File: src/hw/acqtc_pkg.sv
// Package with register map, field layout, reset values and timing for trigger control
package acqtc_pkg;

  // Register byte offsets
  localparam logic [3:0] ACQTC_CTRL_OFS      = 4'h0;
  localparam logic [3:0] ACQTC_FRM_COUNT_OFS = 4'h4;
  localparam logic [3:0] ACQTC_PERIOD_OFS    = 4'h8;
  localparam logic [3:0] ACQTC_MIN_PER_OFS   = 4'hC;
  localparam logic [4:0] ACQTC_STAT_OFS      = 5'h10;

  // Control register bit positions
  localparam int ACQTC_CTRL_ACQ_EN_BIT  = 0;
  localparam int ACQTC_CTRL_ACQ_SRC_BIT = 1;
  localparam int ACQTC_CTRL_FRM_EN_BIT  = 2;
  localparam int ACQTC_CTRL_FRM_SRC_BIT = 3;
  localparam int ACQTC_CTRL_LINE_OUT_BIT = 4;
  localparam int ACQTC_CTRL_LINE_VAL_BIT = 5;

  // Status register bit positions
  localparam int ACQTC_STAT_WAIT_ACQ_BIT = 0;
  localparam int ACQTC_STAT_WAIT_FRM_BIT = 1;
  localparam int ACQTC_STAT_LINE_BIT     = 2;
  localparam int ACQTC_STAT_CNT_LSB      = 8;

  // Reset values
  localparam logic [5:0]  ACQTC_CTRL_RST      = 6'h00;
  localparam logic [15:0] ACQTC_FRM_COUNT_RST = 16'h0001;
  localparam logic [23:0] ACQTC_PERIOD_RST    = 24'h000000;
  localparam logic [23:0] ACQTC_MIN_PER_RST   = 24'h002710;

  // Timing: period settings count in a 1 us time base
  localparam int ACQTC_CLK_PERIOD_NS = 10;
  localparam int ACQTC_TIME_BASE_NS  = 1000;
  localparam int ACQTC_TB_CYCLES     = ACQTC_TIME_BASE_NS / ACQTC_CLK_PERIOD_NS;

  typedef struct packed {
    logic line_val;
    logic line_out;
    logic frm_src_line;
    logic frm_en;
    logic acq_src_line;
    logic acq_en;
  } acqtc_ctrl_type;

  typedef struct packed {
    logic        read;
    logic        write;
    logic [4:0]  address;
    logic [31:0] writedata;
  } acqtc_req_type;

  typedef enum logic [1:0] {
    ACQTC_WAIT_ACQ = 2'b01,
    ACQTC_WAIT_FRM = 2'b10
  } acqtc_state_type;

endpackage

File: src/hw/acqtc_top.sv
// Acquisition and frame start trigger sequencer with Avalon-MM registers
//
// Overview of operation
// - With both triggers off the block starts acquisitions and frames by itself, free running.
// - Internal frame pacing follows the period register, or the minimum period when the register is below it.
// - With the acquisition trigger off every acquisition start is made internally.
// - A trigger sourced from line one fires on a rising edge of that line.
// - Line one is the bidirectional line and is forced to input while it is a trigger source.
// - An acquisition trigger edge on line one moves waiting-acquisition to waiting-frame.
// - After the set frames-per-acquisition count the block goes back to waiting-acquisition.
// - With the frame trigger off frame starts come from the internal pacer.
// - Frame start events seen while waiting for acquisition start are dropped.
//
// Design decisions made here: the address map and the Avalon-MM register port.
`timescale 1ns/100ps
module acqtc_top
  import acqtc_pkg::*;
#(
  parameter int CNT_W = 16,
  parameter int PER_W = 24
)
(
  input  wire logic        SYS_CLK_I,
  input  wire logic        RST_N_I,
  input  wire logic [4:0]  AVS_ADDRESS_I,
  input  wire logic        AVS_READ_I,
  input  wire logic        AVS_WRITE_I,
  input  wire logic [31:0] AVS_WRITEDATA_I,
  output logic      [31:0] AVS_READDATA_O,
  output logic             AVS_WAITREQUEST_O,
  input  wire logic        LINE1_I,
  output logic             LINE1_O,
  output logic             LINE1_OE_N_O,
  output logic             FRAME_START_O,
  output logic             WAIT_ACQ_O,
  output logic             WAIT_FRM_O
);

  if (CNT_W < 1 || CNT_W > 16 || PER_W < 8 || PER_W > 24)
  begin : g_param_check
    $error("acqtc_top: CNT_W must be 1..16 and PER_W 8..24");
  end

  // The pacer's divider holds at most 128 clock cycles per time-base step
  if (ACQTC_TB_CYCLES < 1 || ACQTC_TB_CYCLES > 128)
  begin : g_time_base_check
    $error("acqtc_top: time base must be 1..128 clock cycles");
  end

  acqtc_req_type   req;
  acqtc_ctrl_type  ctrl_r;
  acqtc_ctrl_type  ctrl_nxt;
  logic [CNT_W-1:0] frm_count_r;
  logic [CNT_W-1:0] frm_count_nxt;
  logic [PER_W-1:0] period_r;
  logic [PER_W-1:0] period_nxt;
  logic [PER_W-1:0] min_per_r;
  logic [PER_W-1:0] min_per_nxt;
  logic             wait_r;
  logic             wait_nxt;
  logic [31:0]      rdata_r;
  logic [31:0]      rdata_nxt;
  logic             wr_take;

  acqtc_state_type  state_r;
  acqtc_state_type  state_nxt;
  logic [CNT_W-1:0] cnt_r;
  logic [CNT_W-1:0] cnt_nxt;
  logic             fstart_r;
  logic             fstart_nxt;
  logic             line_o_r;
  logic             line_o_nxt;
  logic             oe_n_r;
  logic             oe_n_nxt;

  logic             line_rise;
  logic             pace_tick;
  logic             pace_run;
  logic             acq_event;
  logic             frm_event;
  logic             last_frame;

  // Status word, read back by software
  function automatic logic [31:0] status_word(input acqtc_state_type st,
                                              input logic [CNT_W-1:0] cnt,
                                              input logic line);
    logic [31:0] w;
    w = 32'h00000000;
    w[ACQTC_STAT_WAIT_ACQ_BIT] = (st == ACQTC_WAIT_ACQ);
    w[ACQTC_STAT_WAIT_FRM_BIT] = (st == ACQTC_WAIT_FRM);
    w[ACQTC_STAT_LINE_BIT]     = line;
    w[ACQTC_STAT_CNT_LSB +: CNT_W] = cnt;
    return w;
  endfunction

  always_comb
  begin
    req.read      = AVS_READ_I;
    req.write     = AVS_WRITE_I;
    req.address   = AVS_ADDRESS_I;
    req.writedata = AVS_WRITEDATA_I;
  end

  // Register index: 0 control, 1 frame count, 2 period, 3 minimum period, 4 status, 7 none
  function automatic logic [2:0] reg_index(input logic [4:0] addr);
    logic [2:0] idx;
    unique case (addr)
      5'(ACQTC_CTRL_OFS):      idx = 3'h0;
      5'(ACQTC_FRM_COUNT_OFS): idx = 3'h1;
      5'(ACQTC_PERIOD_OFS):    idx = 3'h2;
      5'(ACQTC_MIN_PER_OFS):   idx = 3'h3;
      ACQTC_STAT_OFS:          idx = 3'h4;
      default:                 idx = 3'h7;
    endcase
    return idx;
  endfunction

  // Bus handshake: one wait state, then the answer edge
  // Waitrequest rests high, so the read word is always registered before it is answered
  always_comb
  begin
    wait_nxt  = !((req.read || req.write) && wait_r);
    wr_take   = req.write && !wait_r;
    rdata_nxt = rdata_r;
    if (req.read && wait_r)
    begin
      unique case (reg_index(req.address))
        3'h0:    rdata_nxt = {26'h0000000, ctrl_r};
        3'h1:    rdata_nxt = 32'(frm_count_r);
        3'h2:    rdata_nxt = 32'(period_r);
        3'h3:    rdata_nxt = 32'(min_per_r);
        3'h4:    rdata_nxt = status_word(state_r, cnt_r, LINE1_I);
        default: rdata_nxt = 32'h00000000;
      endcase
    end
  end

  always_ff @(posedge SYS_CLK_I)
  begin
    if (!RST_N_I)
    begin
      wait_r  <= 1'b1;
      rdata_r <= 32'h00000000;
    end
    else
    begin
      wait_r  <= wait_nxt;
      rdata_r <= rdata_nxt;
    end
  end

  // Register file: a write lands on the edge that answers it
  always_comb
  begin
    ctrl_nxt      = ctrl_r;
    frm_count_nxt = frm_count_r;
    period_nxt    = period_r;
    min_per_nxt   = min_per_r;
    if (wr_take)
    begin
      unique case (reg_index(req.address))
        3'h0:    ctrl_nxt      = acqtc_ctrl_type'(req.writedata[5:0]);
        3'h1:    frm_count_nxt = req.writedata[CNT_W-1:0];
        3'h2:    period_nxt    = req.writedata[PER_W-1:0];
        3'h3:    min_per_nxt   = req.writedata[PER_W-1:0];
        default: ctrl_nxt      = ctrl_r;
      endcase
    end
  end

  always_ff @(posedge SYS_CLK_I)
  begin
    if (!RST_N_I)
    begin
      ctrl_r      <= acqtc_ctrl_type'(ACQTC_CTRL_RST);
      frm_count_r <= CNT_W'(ACQTC_FRM_COUNT_RST);
      period_r    <= PER_W'(ACQTC_PERIOD_RST);
      min_per_r   <= PER_W'(ACQTC_MIN_PER_RST);
    end
    else
    begin
      ctrl_r      <= ctrl_nxt;
      frm_count_r <= frm_count_nxt;
      period_r    <= period_nxt;
      min_per_r   <= min_per_nxt;
    end
  end

  // A line held high gives one event only; it must fall before it can trigger again
  acqtc_edge u_edge
  (
    .sys_clk_i (SYS_CLK_I),
    .rst_n_i   (RST_N_I),
    .level_i   (LINE1_I),
    .rise_o    (line_rise)
  );

  // Pacer restarts on each entry to waiting-frame, so the first frame waits a full period
  // pacer runs only while frames are internal
  assign pace_run = (state_r == ACQTC_WAIT_FRM) && !ctrl_r.frm_en;

  acqtc_pacer #(
    .PER_W (PER_W)
  ) u_pacer
  (
    .sys_clk_i    (SYS_CLK_I),
    .rst_n_i      (RST_N_I),
    .run_i        (pace_run),
    .period_i     (period_r),
    .min_period_i (min_per_r),
    .tick_o       (pace_tick)
  );

  always_comb
  begin
    acq_event = !ctrl_r.acq_en || (ctrl_r.acq_src_line && line_rise);
    frm_event = ctrl_r.frm_en ? (ctrl_r.frm_src_line && line_rise) : pace_tick;
    // Frame count of zero behaves as one, so an acquisition always ends
    last_frame = (cnt_r + CNT_W'(1) >= frm_count_r);
  end

  // Sequencer
  always_comb
  begin
    state_nxt  = state_r;
    cnt_nxt    = cnt_r;
    fstart_nxt = 1'b0;
    unique case (state_r)
      ACQTC_WAIT_ACQ:
      begin
        if (acq_event)
        begin
          state_nxt = ACQTC_WAIT_FRM;
          cnt_nxt   = '0;
        end
      end
      ACQTC_WAIT_FRM:
      begin
        if (frm_event)
        begin
          fstart_nxt = 1'b1;
          cnt_nxt    = cnt_r + CNT_W'(1);
          if (last_frame)
            state_nxt = ACQTC_WAIT_ACQ;
        end
      end
      default:
      begin
        state_nxt = ACQTC_WAIT_ACQ;
        cnt_nxt   = '0;
      end
    endcase
  end

  // A trigger input overrides the output setting, so the block never triggers on its own drive
  // line forced to input as trigger source
  always_comb
  begin
    oe_n_nxt   = !(ctrl_r.line_out
                   && !(ctrl_r.acq_en && ctrl_r.acq_src_line)
                   && !(ctrl_r.frm_en && ctrl_r.frm_src_line));
    line_o_nxt = ctrl_r.line_val;
  end

  always_ff @(posedge SYS_CLK_I)
  begin
    if (!RST_N_I)
    begin
      state_r  <= ACQTC_WAIT_ACQ;
      cnt_r    <= '0;
      fstart_r <= 1'b0;
      oe_n_r   <= 1'b1;
      line_o_r <= 1'b0;
    end
    else
    begin
      state_r  <= state_nxt;
      cnt_r    <= cnt_nxt;
      fstart_r <= fstart_nxt;
      oe_n_r   <= oe_n_nxt;
      line_o_r <= line_o_nxt;
    end
  end

  assign AVS_READDATA_O    = rdata_r;
  assign AVS_WAITREQUEST_O = wait_r;
  assign LINE1_O           = line_o_r;
  assign LINE1_OE_N_O      = oe_n_r;
  assign FRAME_START_O     = fstart_r;
  // One-hot codes: each flag is one state bit, straight from its flip-flop
  assign WAIT_ACQ_O        = state_r[0];
  assign WAIT_FRM_O        = state_r[1];

endmodule // acqtc_top

File: src/hw/acqtc_edge.sv
// Rising edge detector for the general-purpose line
`timescale 1ns/100ps
module acqtc_edge
  import acqtc_pkg::*;
(
  input  wire logic sys_clk_i,
  input  wire logic rst_n_i,
  input  wire logic level_i,
  output logic      rise_o
);
  logic prev_r;
  logic prev_nxt;

  always_comb
  begin
    prev_nxt = level_i;
  end

  always_ff @(posedge sys_clk_i)
  begin
    if (!rst_n_i)
      prev_r <= 1'b0;
    else
      prev_r <= prev_nxt;
  end

  assign rise_o = level_i & ~prev_r;
endmodule // acqtc_edge

File: src/hw/acqtc_pacer.sv
// Internal frame pacer: microsecond divider and period counter
`timescale 1ns/100ps
module acqtc_pacer
  import acqtc_pkg::*;
#(
  parameter int PER_W = 24
)
(
  input  wire logic             sys_clk_i,
  input  wire logic             rst_n_i,
  input  wire logic             run_i,
  input  wire logic [PER_W-1:0] period_i,
  input  wire logic [PER_W-1:0] min_period_i,
  output logic                  tick_o
);
  localparam logic [6:0] TB_LAST = 7'(ACQTC_TB_CYCLES - 1);

  logic [6:0]       div_r;
  logic [6:0]       div_nxt;
  logic [PER_W-1:0] cnt_r;
  logic [PER_W-1:0] cnt_nxt;
  logic [PER_W-1:0] target;
  logic             us_tick;

  always_comb
  begin
    target = (period_i < min_period_i) ? min_period_i : period_i;
    if (target == '0)
      target = PER_W'(1);
  end

  always_comb
  begin
    us_tick = run_i && (div_r == TB_LAST);
    div_nxt = (!run_i || us_tick) ? 7'h00 : div_r + 7'h01;
    cnt_nxt = cnt_r;
    tick_o  = 1'b0;
    if (!run_i)
      cnt_nxt = '0;
    else if (us_tick)
    begin
      if (cnt_r >= target - PER_W'(1))
      begin
        cnt_nxt = '0;
        tick_o  = 1'b1;
      end
      else
        cnt_nxt = cnt_r + PER_W'(1);
    end
  end

  always_ff @(posedge sys_clk_i)
  begin
    if (!rst_n_i)
    begin
      div_r <= 7'h00;
      cnt_r <= '0;
    end
    else
    begin
      div_r <= div_nxt;
      cnt_r <= cnt_nxt;
    end
  end
endmodule // acqtc_pacer

File: config.mk
export PLATFORM = sky130hd
export DESIGN_NAME = acqtc_top
export DESIGN_NICKNAME = d
export VERILOG_FILES = /design/src/hw/acqtc_pkg.sv /design/src/hw/acqtc_top.sv /design/src/hw/acqtc_edge.sv /design/src/hw/acqtc_pacer.sv
export SDC_FILE = /design/constraint.sdc
export NUM_CORES = 1
export LEC_CHECK = 0
export ABC_AREA = 1
export BUFFER_PORTS_ARGS = -buffer_cell sky130_fd_sc_hd__buf_2
export CORE_MARGIN = 2
export CORE_UTILIZATION = 44
export CTS_CLUSTER_DIAMETER = 50
export CTS_CLUSTER_SIZE = 16
export DETAILED_ROUTE_END_ITERATION = 7
export GPL_TIMING_DRIVEN = 0
export PLACE_DENSITY = 0.59
export RECOVER_POWER = 25
export SYNTH_ARGS = -nofsm -noshare
export SYNTH_HDL_FRONTEND = slang
export SYNTH_SLANG_ARGS = --single-unit
File: constraint.sdc
create_clock -name SYS_CLK_I -period 8.69 [get_ports SYS_CLK_I]
set_clock_uncertainty 0.2 [all_clocks]
set_input_delay 1.738 -clock SYS_CLK_I [delete_from_list [all_inputs] [get_ports SYS_CLK_I]]
set_output_delay 1.738 -clock SYS_CLK_I [all_outputs]
set_load 0.02 [all_outputs]
After elaboration in Yosys (flattened, before gate mapping)
Index checks and enable logic that the tools add are counted.
- bitwise gates (word level): 3
- multiplexer cells: 19
- $lt $le $gt $ge: 3
- reduce and logical (&&, ||, !) cells: 35
- $add $sub $neg: 4
- equality and inequality tests: 17
- operators by type and width (operator ; count):
    $pmux W24 S5 ; 1
    $mux W24 ; 3
    $mux W16 ; 2
    $pmux W16 S2 ; 1
    $add A24 B1 Y24 const B ; 1
    $ge A24 B24 Y1 ; 1
    $logic_not A24 Y1 ; 1
    $lt A24 B24 Y1 ; 1
    $sub A24 B1 Y24 const B ; 1
    $add A16 B1 Y16 const B ; 1
    $ge A16 B16 Y1 ; 1
    $pmux W3 S5 ; 1
    $reduce_and A2 Y1 ; 7
    $eq A3 B2 Y1 const B ; 4
    $logic_and A1 B1 Y1 ; 11
    $eq A5 B4 Y1 const B ; 2
    $logic_not A1 Y1 ; 8
    $add A7 B1 Y7 const B ; 1
    $eq A7 B7 Y1 const B ; 1
    $eq A3 B1 Y1 const B ; 2
    $logic_not A3 Y1 ; 2
    $mux W2 ; 3
    $mux W3 ; 2
    $ne A2 B2 Y1 const B ; 3
    other kinds (13) ; 20
- output and inout bits: 38
- register bits: 156
- logic and storage cells: 100

Depth between registers and ports, before layout
- word-level depth: 12
- mapped depth: 42
- mapped depth without buffers: 40

Cells and area by module
From an unflattened synthesis, not the netlist that was laid out.
- cells, all modules: 1404
- area total of the unflattened synthesis: 9411.5 um^2
- by module, submodules not included (module ; instances ; cells an instance ; seq. area each (um^2) ; area an instance (um^2)):
    acqtc_top ; 1 ; 790 ; 2322.2 ; 5499.0
    acqtc_pacer ; 1 ; 609 ; 620.6 ; 3875.0
    acqtc_edge ; 1 ; 5 ; 20.0 ; 37.5

Worst setup path before layout
Ideal clock, no wire load.
- path kind: reg2reg
- start point: register min_per_r[15]
- end point: register cnt_r[10]
- cell stages (with the launch flop): 37
- slack: 3758 ps
- period minus slack after synthesis: 4932 ps
- data arrival time: 4610 ps
- required time: 8368 ps
- buffers on the path: 2
- library setup time: 122 ps
- cell sequence: dfxtp_1 inv_1 ha_1 a21o_1 nor2_1 nand2_1 a21oi_4 buf_2 nand3_1 nand2_1 nor2_4 nand2_2 nor2_4 nand3_4 nand2_4 inv_2 ha_1 inv_1 nor3_2 nand3_2 nor2_2 nand2_1 xor2_1 ha_1 nand4_1 nor3_1 nand3_1 and3_1 nand2_1 nand2_1 inv_1 nor2_1 nand2_2 nand2_1 nand2_1 buf_2 a21oi_1
- cells in the longest elaborated chain, start to end: 12
- ends and longest elaborated chain (item ; line ; RTL):
    start, declared ; acqtc_top.sv:57 ; logic [PER_W-1:0] min_per_r;
    start signal, assigned ; acqtc_top.sv:178 ; min_per_r <= PER_W'(ACQTC_MIN_PER_RST);
    start signal, assigned ; acqtc_top.sv:185 ; min_per_r <= min_per_nxt;
    $lt A24 B24 Y1 ; acqtc_pacer.sv:27 ; target = (period_i < min_period_i) ? min_period_i : period_i;
    $mux W24 (*) ; acqtc_pacer.sv:27 ;
    $logic_not A24 Y1 ; acqtc_pacer.sv:28 ; if (target == '0)
    $mux W24 (*) ; acqtc_pacer.sv:28 ;
    $sub A24 B1 Y24 (*) ; acqtc_pacer.sv:42 ; if (cnt_r >= target - PER_W'(1))
    $ge A24 B24 Y1 (*) ; acqtc_pacer.sv:42 ;
    $mux W1 (*) ; acqtc_pacer.sv:42 ;
    $mux W1 (*) ; acqtc_pacer.sv:40 ; else if (us_tick)
    $mux W1 (*) ; acqtc_pacer.sv:38 ; if (!run_i)
    $mux W1 (*) ; acqtc_top.sv:217 ; frm_event = ctrl_r.frm_en ? (ctrl_r.frm_src_line && line_rise) : pace_tick;
    $ne A2 B2 Y1 (no line) (*) ; - ;
    $reduce_and A2 Y1 (no line) (*) ; - ;
    end signal, assigned ; acqtc_top.sv:278 ; cnt_r <= cnt_nxt;
    end, declared ; acqtc_top.sv:67 ; logic [CNT_W-1:0] cnt_r;
Mark *: on every way between the ends. The rest lies on a longest branch, timed or not.
A chain may end at the register's enable or synchronous reset.

Worst setup path in the final report
- start point: register min_per_r[23]
- end point: register cnt_r[6]
The elaborated chain is that of the path after synthesis.

==> results.json <==
{
  "startpoint_type": "flip-flop",
  "cpMaxStageDelayCell": "nor3_1",
  "core_um2": 20100,
  "synth_largest_area_cell": "dfxtp_1",
  "clockRootBuffer": "clkbuf_16",
  "setup_viol": 0,
  "min_to": "LINE1_OE_N_O$_SDFF_PN1_",
  "r2r_slack_ns": 2.47,
  "cts_tree": "done",
  "post_cts_resized": 0,
  "reg2regPathDepth": 38,
  "cts_made_buffers": 17,
  "cts.clk_slew.worst_paths_ns": 0.08,
  "drt_iter0_drc": 429,
  "whs_ns": 0.2378,
  "min_path_type": "reg -> reg",
  "slew_headroom_pct": 50.69,
  "syn_avg_cell_area_um2": 6.974,
  "synth_area_leaders": "dfxtp_1, nand2_1, ha_1",
  "vias": 8540,
  "layout_commonest_cell": "nand2_1",
  "r2r-end": "cnt_r[6]$_SDFFE_PN0P_",
  "post-route-min-period_ns": 6.222,
  "dp_hpwl_um": 20820,
  "grt_antenna_before_repair": 0,
  "gp_congestion": 0.8938,
  "vias_per_cell": 5.163,
  "drt_wl_total_um": 25790,
  "antenna_left": 0,
  "max_freq_mhz": 160.7,
  "cts_hold_buf": 0,
  "antenna_cells": 0,
  "synth_ff_type": "dfxtp_1",
  "status": "finished clean",
  "hold_start": "ctrl_r[4]$_SDFFE_PN0P_",
  "wl_per_cell_um": 15.59,
  "p_per_area_nw_per_um2": 156.2,
  "rsz0062_at_grt": "false",
  "netlist_area_um2": 8947,
  "path_max_fanout": 10,
  "cp_slowest_stage_delay_ns": 0.39,
  "htree_levels": 4,
  "clkLatencyLatePin_ns": 0.44,
  "num_rows": 52,
  "path_class": "reg -> reg",
  "vdd_drop_max_mv": 0.1101,
  "critPathCaptureType": "flip-flop",
  "p_leak_nw": 4.211,
  "min_path_cells": 1,
  "nNetsFinal": 1481,
  "synth_cell_types": 43,
  "post_cts.repair.setup_buffers": 0,
  "drive_gt1_share_pct": 9.465,
  "initial_core_util_pct": 44.50,
  "worst_pin_slew_ns": 0.7347,
  "drtPass1Iterations": 5,
  "ioPinCount": 80,
  "ys_seq_area_share_pct": 33.11,
  "post-route-period-util_pct": 71.60,
  "worstPathArrival_ns": 6.34,
  "track_usage_pct": 24.40,
  "clock_path_buffers": 2,
  "cap_violations": 0,
  "grt_pass1_vias": 8152,
  "die_height_um": 146.6,
  "grt_max_degree": 17,
  "mostFrequentLayoutCells": "nand2_1, dfxtp_1, nor2_1",
  "yosysWarningCount": 0,
  "cts.sinks": 148,
  "gr-total-overflow": 0,
  "synth_cells": 1283,
  "worstReg2RegStart": "min_per_r[23]$_SDFFE_PN0P_",
  "numPortBuffers": 63,
  "synth_async_sr_flop_share_pct": 0,
  "hold_viol_final": 0,
  "synth_edf_count": 0,
  "drcViolationCount": 0,
  "report.final.slew_viol_count": 0,
  "synth-seq-cells": 148,
  "cpMostUsedCell": "nand2_1",
  "grt_pass1_wl_um": 41480,
  "chipWidth_um": 146.6,
  "crit_required_ns": 8.81,
  "setup_tns_ns": 0,
  "synth_top_area_share_pct": 33.11,
  "syn2layout_area_growth_pct": 13.47,
  "die-area_um2": 21490
}
[sequential cells by signal, indices dropped and copies added, names as in the netlist]
| register | flops |
|---|---|
| period_r | 24 |
| min_per_r | 24 |
| u_pacer.cnt_r | 24 |
| LINE1_OE_N_O | 1 |
| ctrl_r | 5 |
| state_r | 2 |
| LINE1_O | 1 |
| AVS_READDATA_O | 24 |
| AVS_WAITREQUEST_O | 1 |
| u_edge.prev_r | 1 |
| cnt_r | 16 |
| line_o_nxt | 1 |
| FRAME_START_O | 1 |
| frm_count_r | 16 |
| u_pacer.div_r | 7 |
[critical path, delay by kind of cell (launching register included)]
kind | cells | cell delay (ns)
AOI/OAI and AO/OA | 1 | 0.09
xor gates and xnor gates | 1 | 0.15
adders and majority gates | 3 | 0.73
buffers and inverters | 6 | 0.92
DFF | 1 | 0.33
and+or+nand+nor | 27 | 3.68
[logic make-up (layout without fill, tap and decap cells)]
| group | Yosys count | count (layout) | synth area share (%) |
|---|---|---|---|
| adders and majority gates | 67 | 67 | 9.369 |
| xor gates and xnor gates | 42 | 42 | 4.111 |
| AOI/OAI and AO/OA | 270 | 270 | 16.60 |
| DFF | 148 | 148 | 33.11 |
| buffers and inverters | 195 | 289 | 8.838 |
| and+or+nand+nor | 560 | 560 | 27.93 |
| other | 1 | 8 | 0.04191 |
[per-layer routing]
metal  wire length (µm)  share of wire [%]  GRT usage [%]
met4                734                2.8          8.981
met2              12250                 48          41.95
met1              11850                 46          30.98
met3                954                3.7          3.688
met5                  0                  0              0
[power breakdown]
group          switching [mW]  total, mW  internal (mW)  leakage, nW
Clock                   0.329      0.735          0.406        0.269
Sequential            0.00998      0.698          0.688         1.19
Combinational           0.104      0.153         0.0491         2.75
[synth_stat cells, types with 4 or more instances]
master and instances:
nand2_1 256, dfxtp_1 148, nor2_1 142, inv_1 136, a21oi_1 124, o21ai_0 96
ha_1 67, nand3_1 53, clkbuf_1 33, xor2_1 33, nor3_1 30, nand4_1 24
nand2_2 20, o22ai_1 11, o211ai_1 10, o221ai_1 10, xnor2_1 9, buf_4 8
nor3_2 8, nor2_2 7, nor2_4 7, nor4_1 6, buf_2 5, buf_1 4
[layout make-up]
class	instances	area (µm²)
well taps	270	337.8
repair buffers	63	276.5
clock inverters	12	121.4
plain buffers	53	257.7
fillers	2092	9952
multi-input cells	947	5220
inverters	142	533.0
clock buffers	19	442.9
flip-flops and latches	148	2963
[metrics by stage]
step | utilization [%] | area (µm²) | power [mW] | setup WS, ns | instances
finish | 50.50 | 10150 | 1.586 | 2.468 | 1654
global route | 50.50 | 10150 | 1.639 | 1.957 | 1654
CTS | 50.69 | 10190 | 1.595 | 2.418 | 1654
detailed placement | 47.88 | 9627 | 0.8661 | 2.450 | 1623
global placement | 47.88 | 9627 | 0.8645 | 2.477 | 1623
floorplan | - | 8974 | 0.8135 | 3.758 | 1290
[worst max path at each step]
stage / to / cells past startpoint / slack [ns] / start
3_3_place_gp: cnt_r[14]$_SDFFE_PN0P_ / 37 / 2.48 / min_per_r[23]$_SDFFE_PN0P_
5_1_grt: cnt_r[9]$_SDFFE_PN0P_ / 38 / 1.96 / min_per_r[23]$_SDFFE_PN0P_
4_1_cts: cnt_r[6]$_SDFFE_PN0P_ / 37 / 2.42 / min_per_r[23]$_SDFFE_PN0P_
3_5_place_dp: cnt_r[6]$_SDFFE_PN0P_ / 37 / 2.45 / min_per_r[23]$_SDFFE_PN0P_
6_report: cnt_r[6]$_SDFFE_PN0P_ / 38 / 2.47 / min_per_r[23]$_SDFFE_PN0P_
2_1_floorplan: cnt_r[10]$_SDFFE_PN0P_ / 36 / 3.76 / min_per_r[15]$_SDFFE_PN0P_
Note: power is estimated with default switching activity, not from simulation.
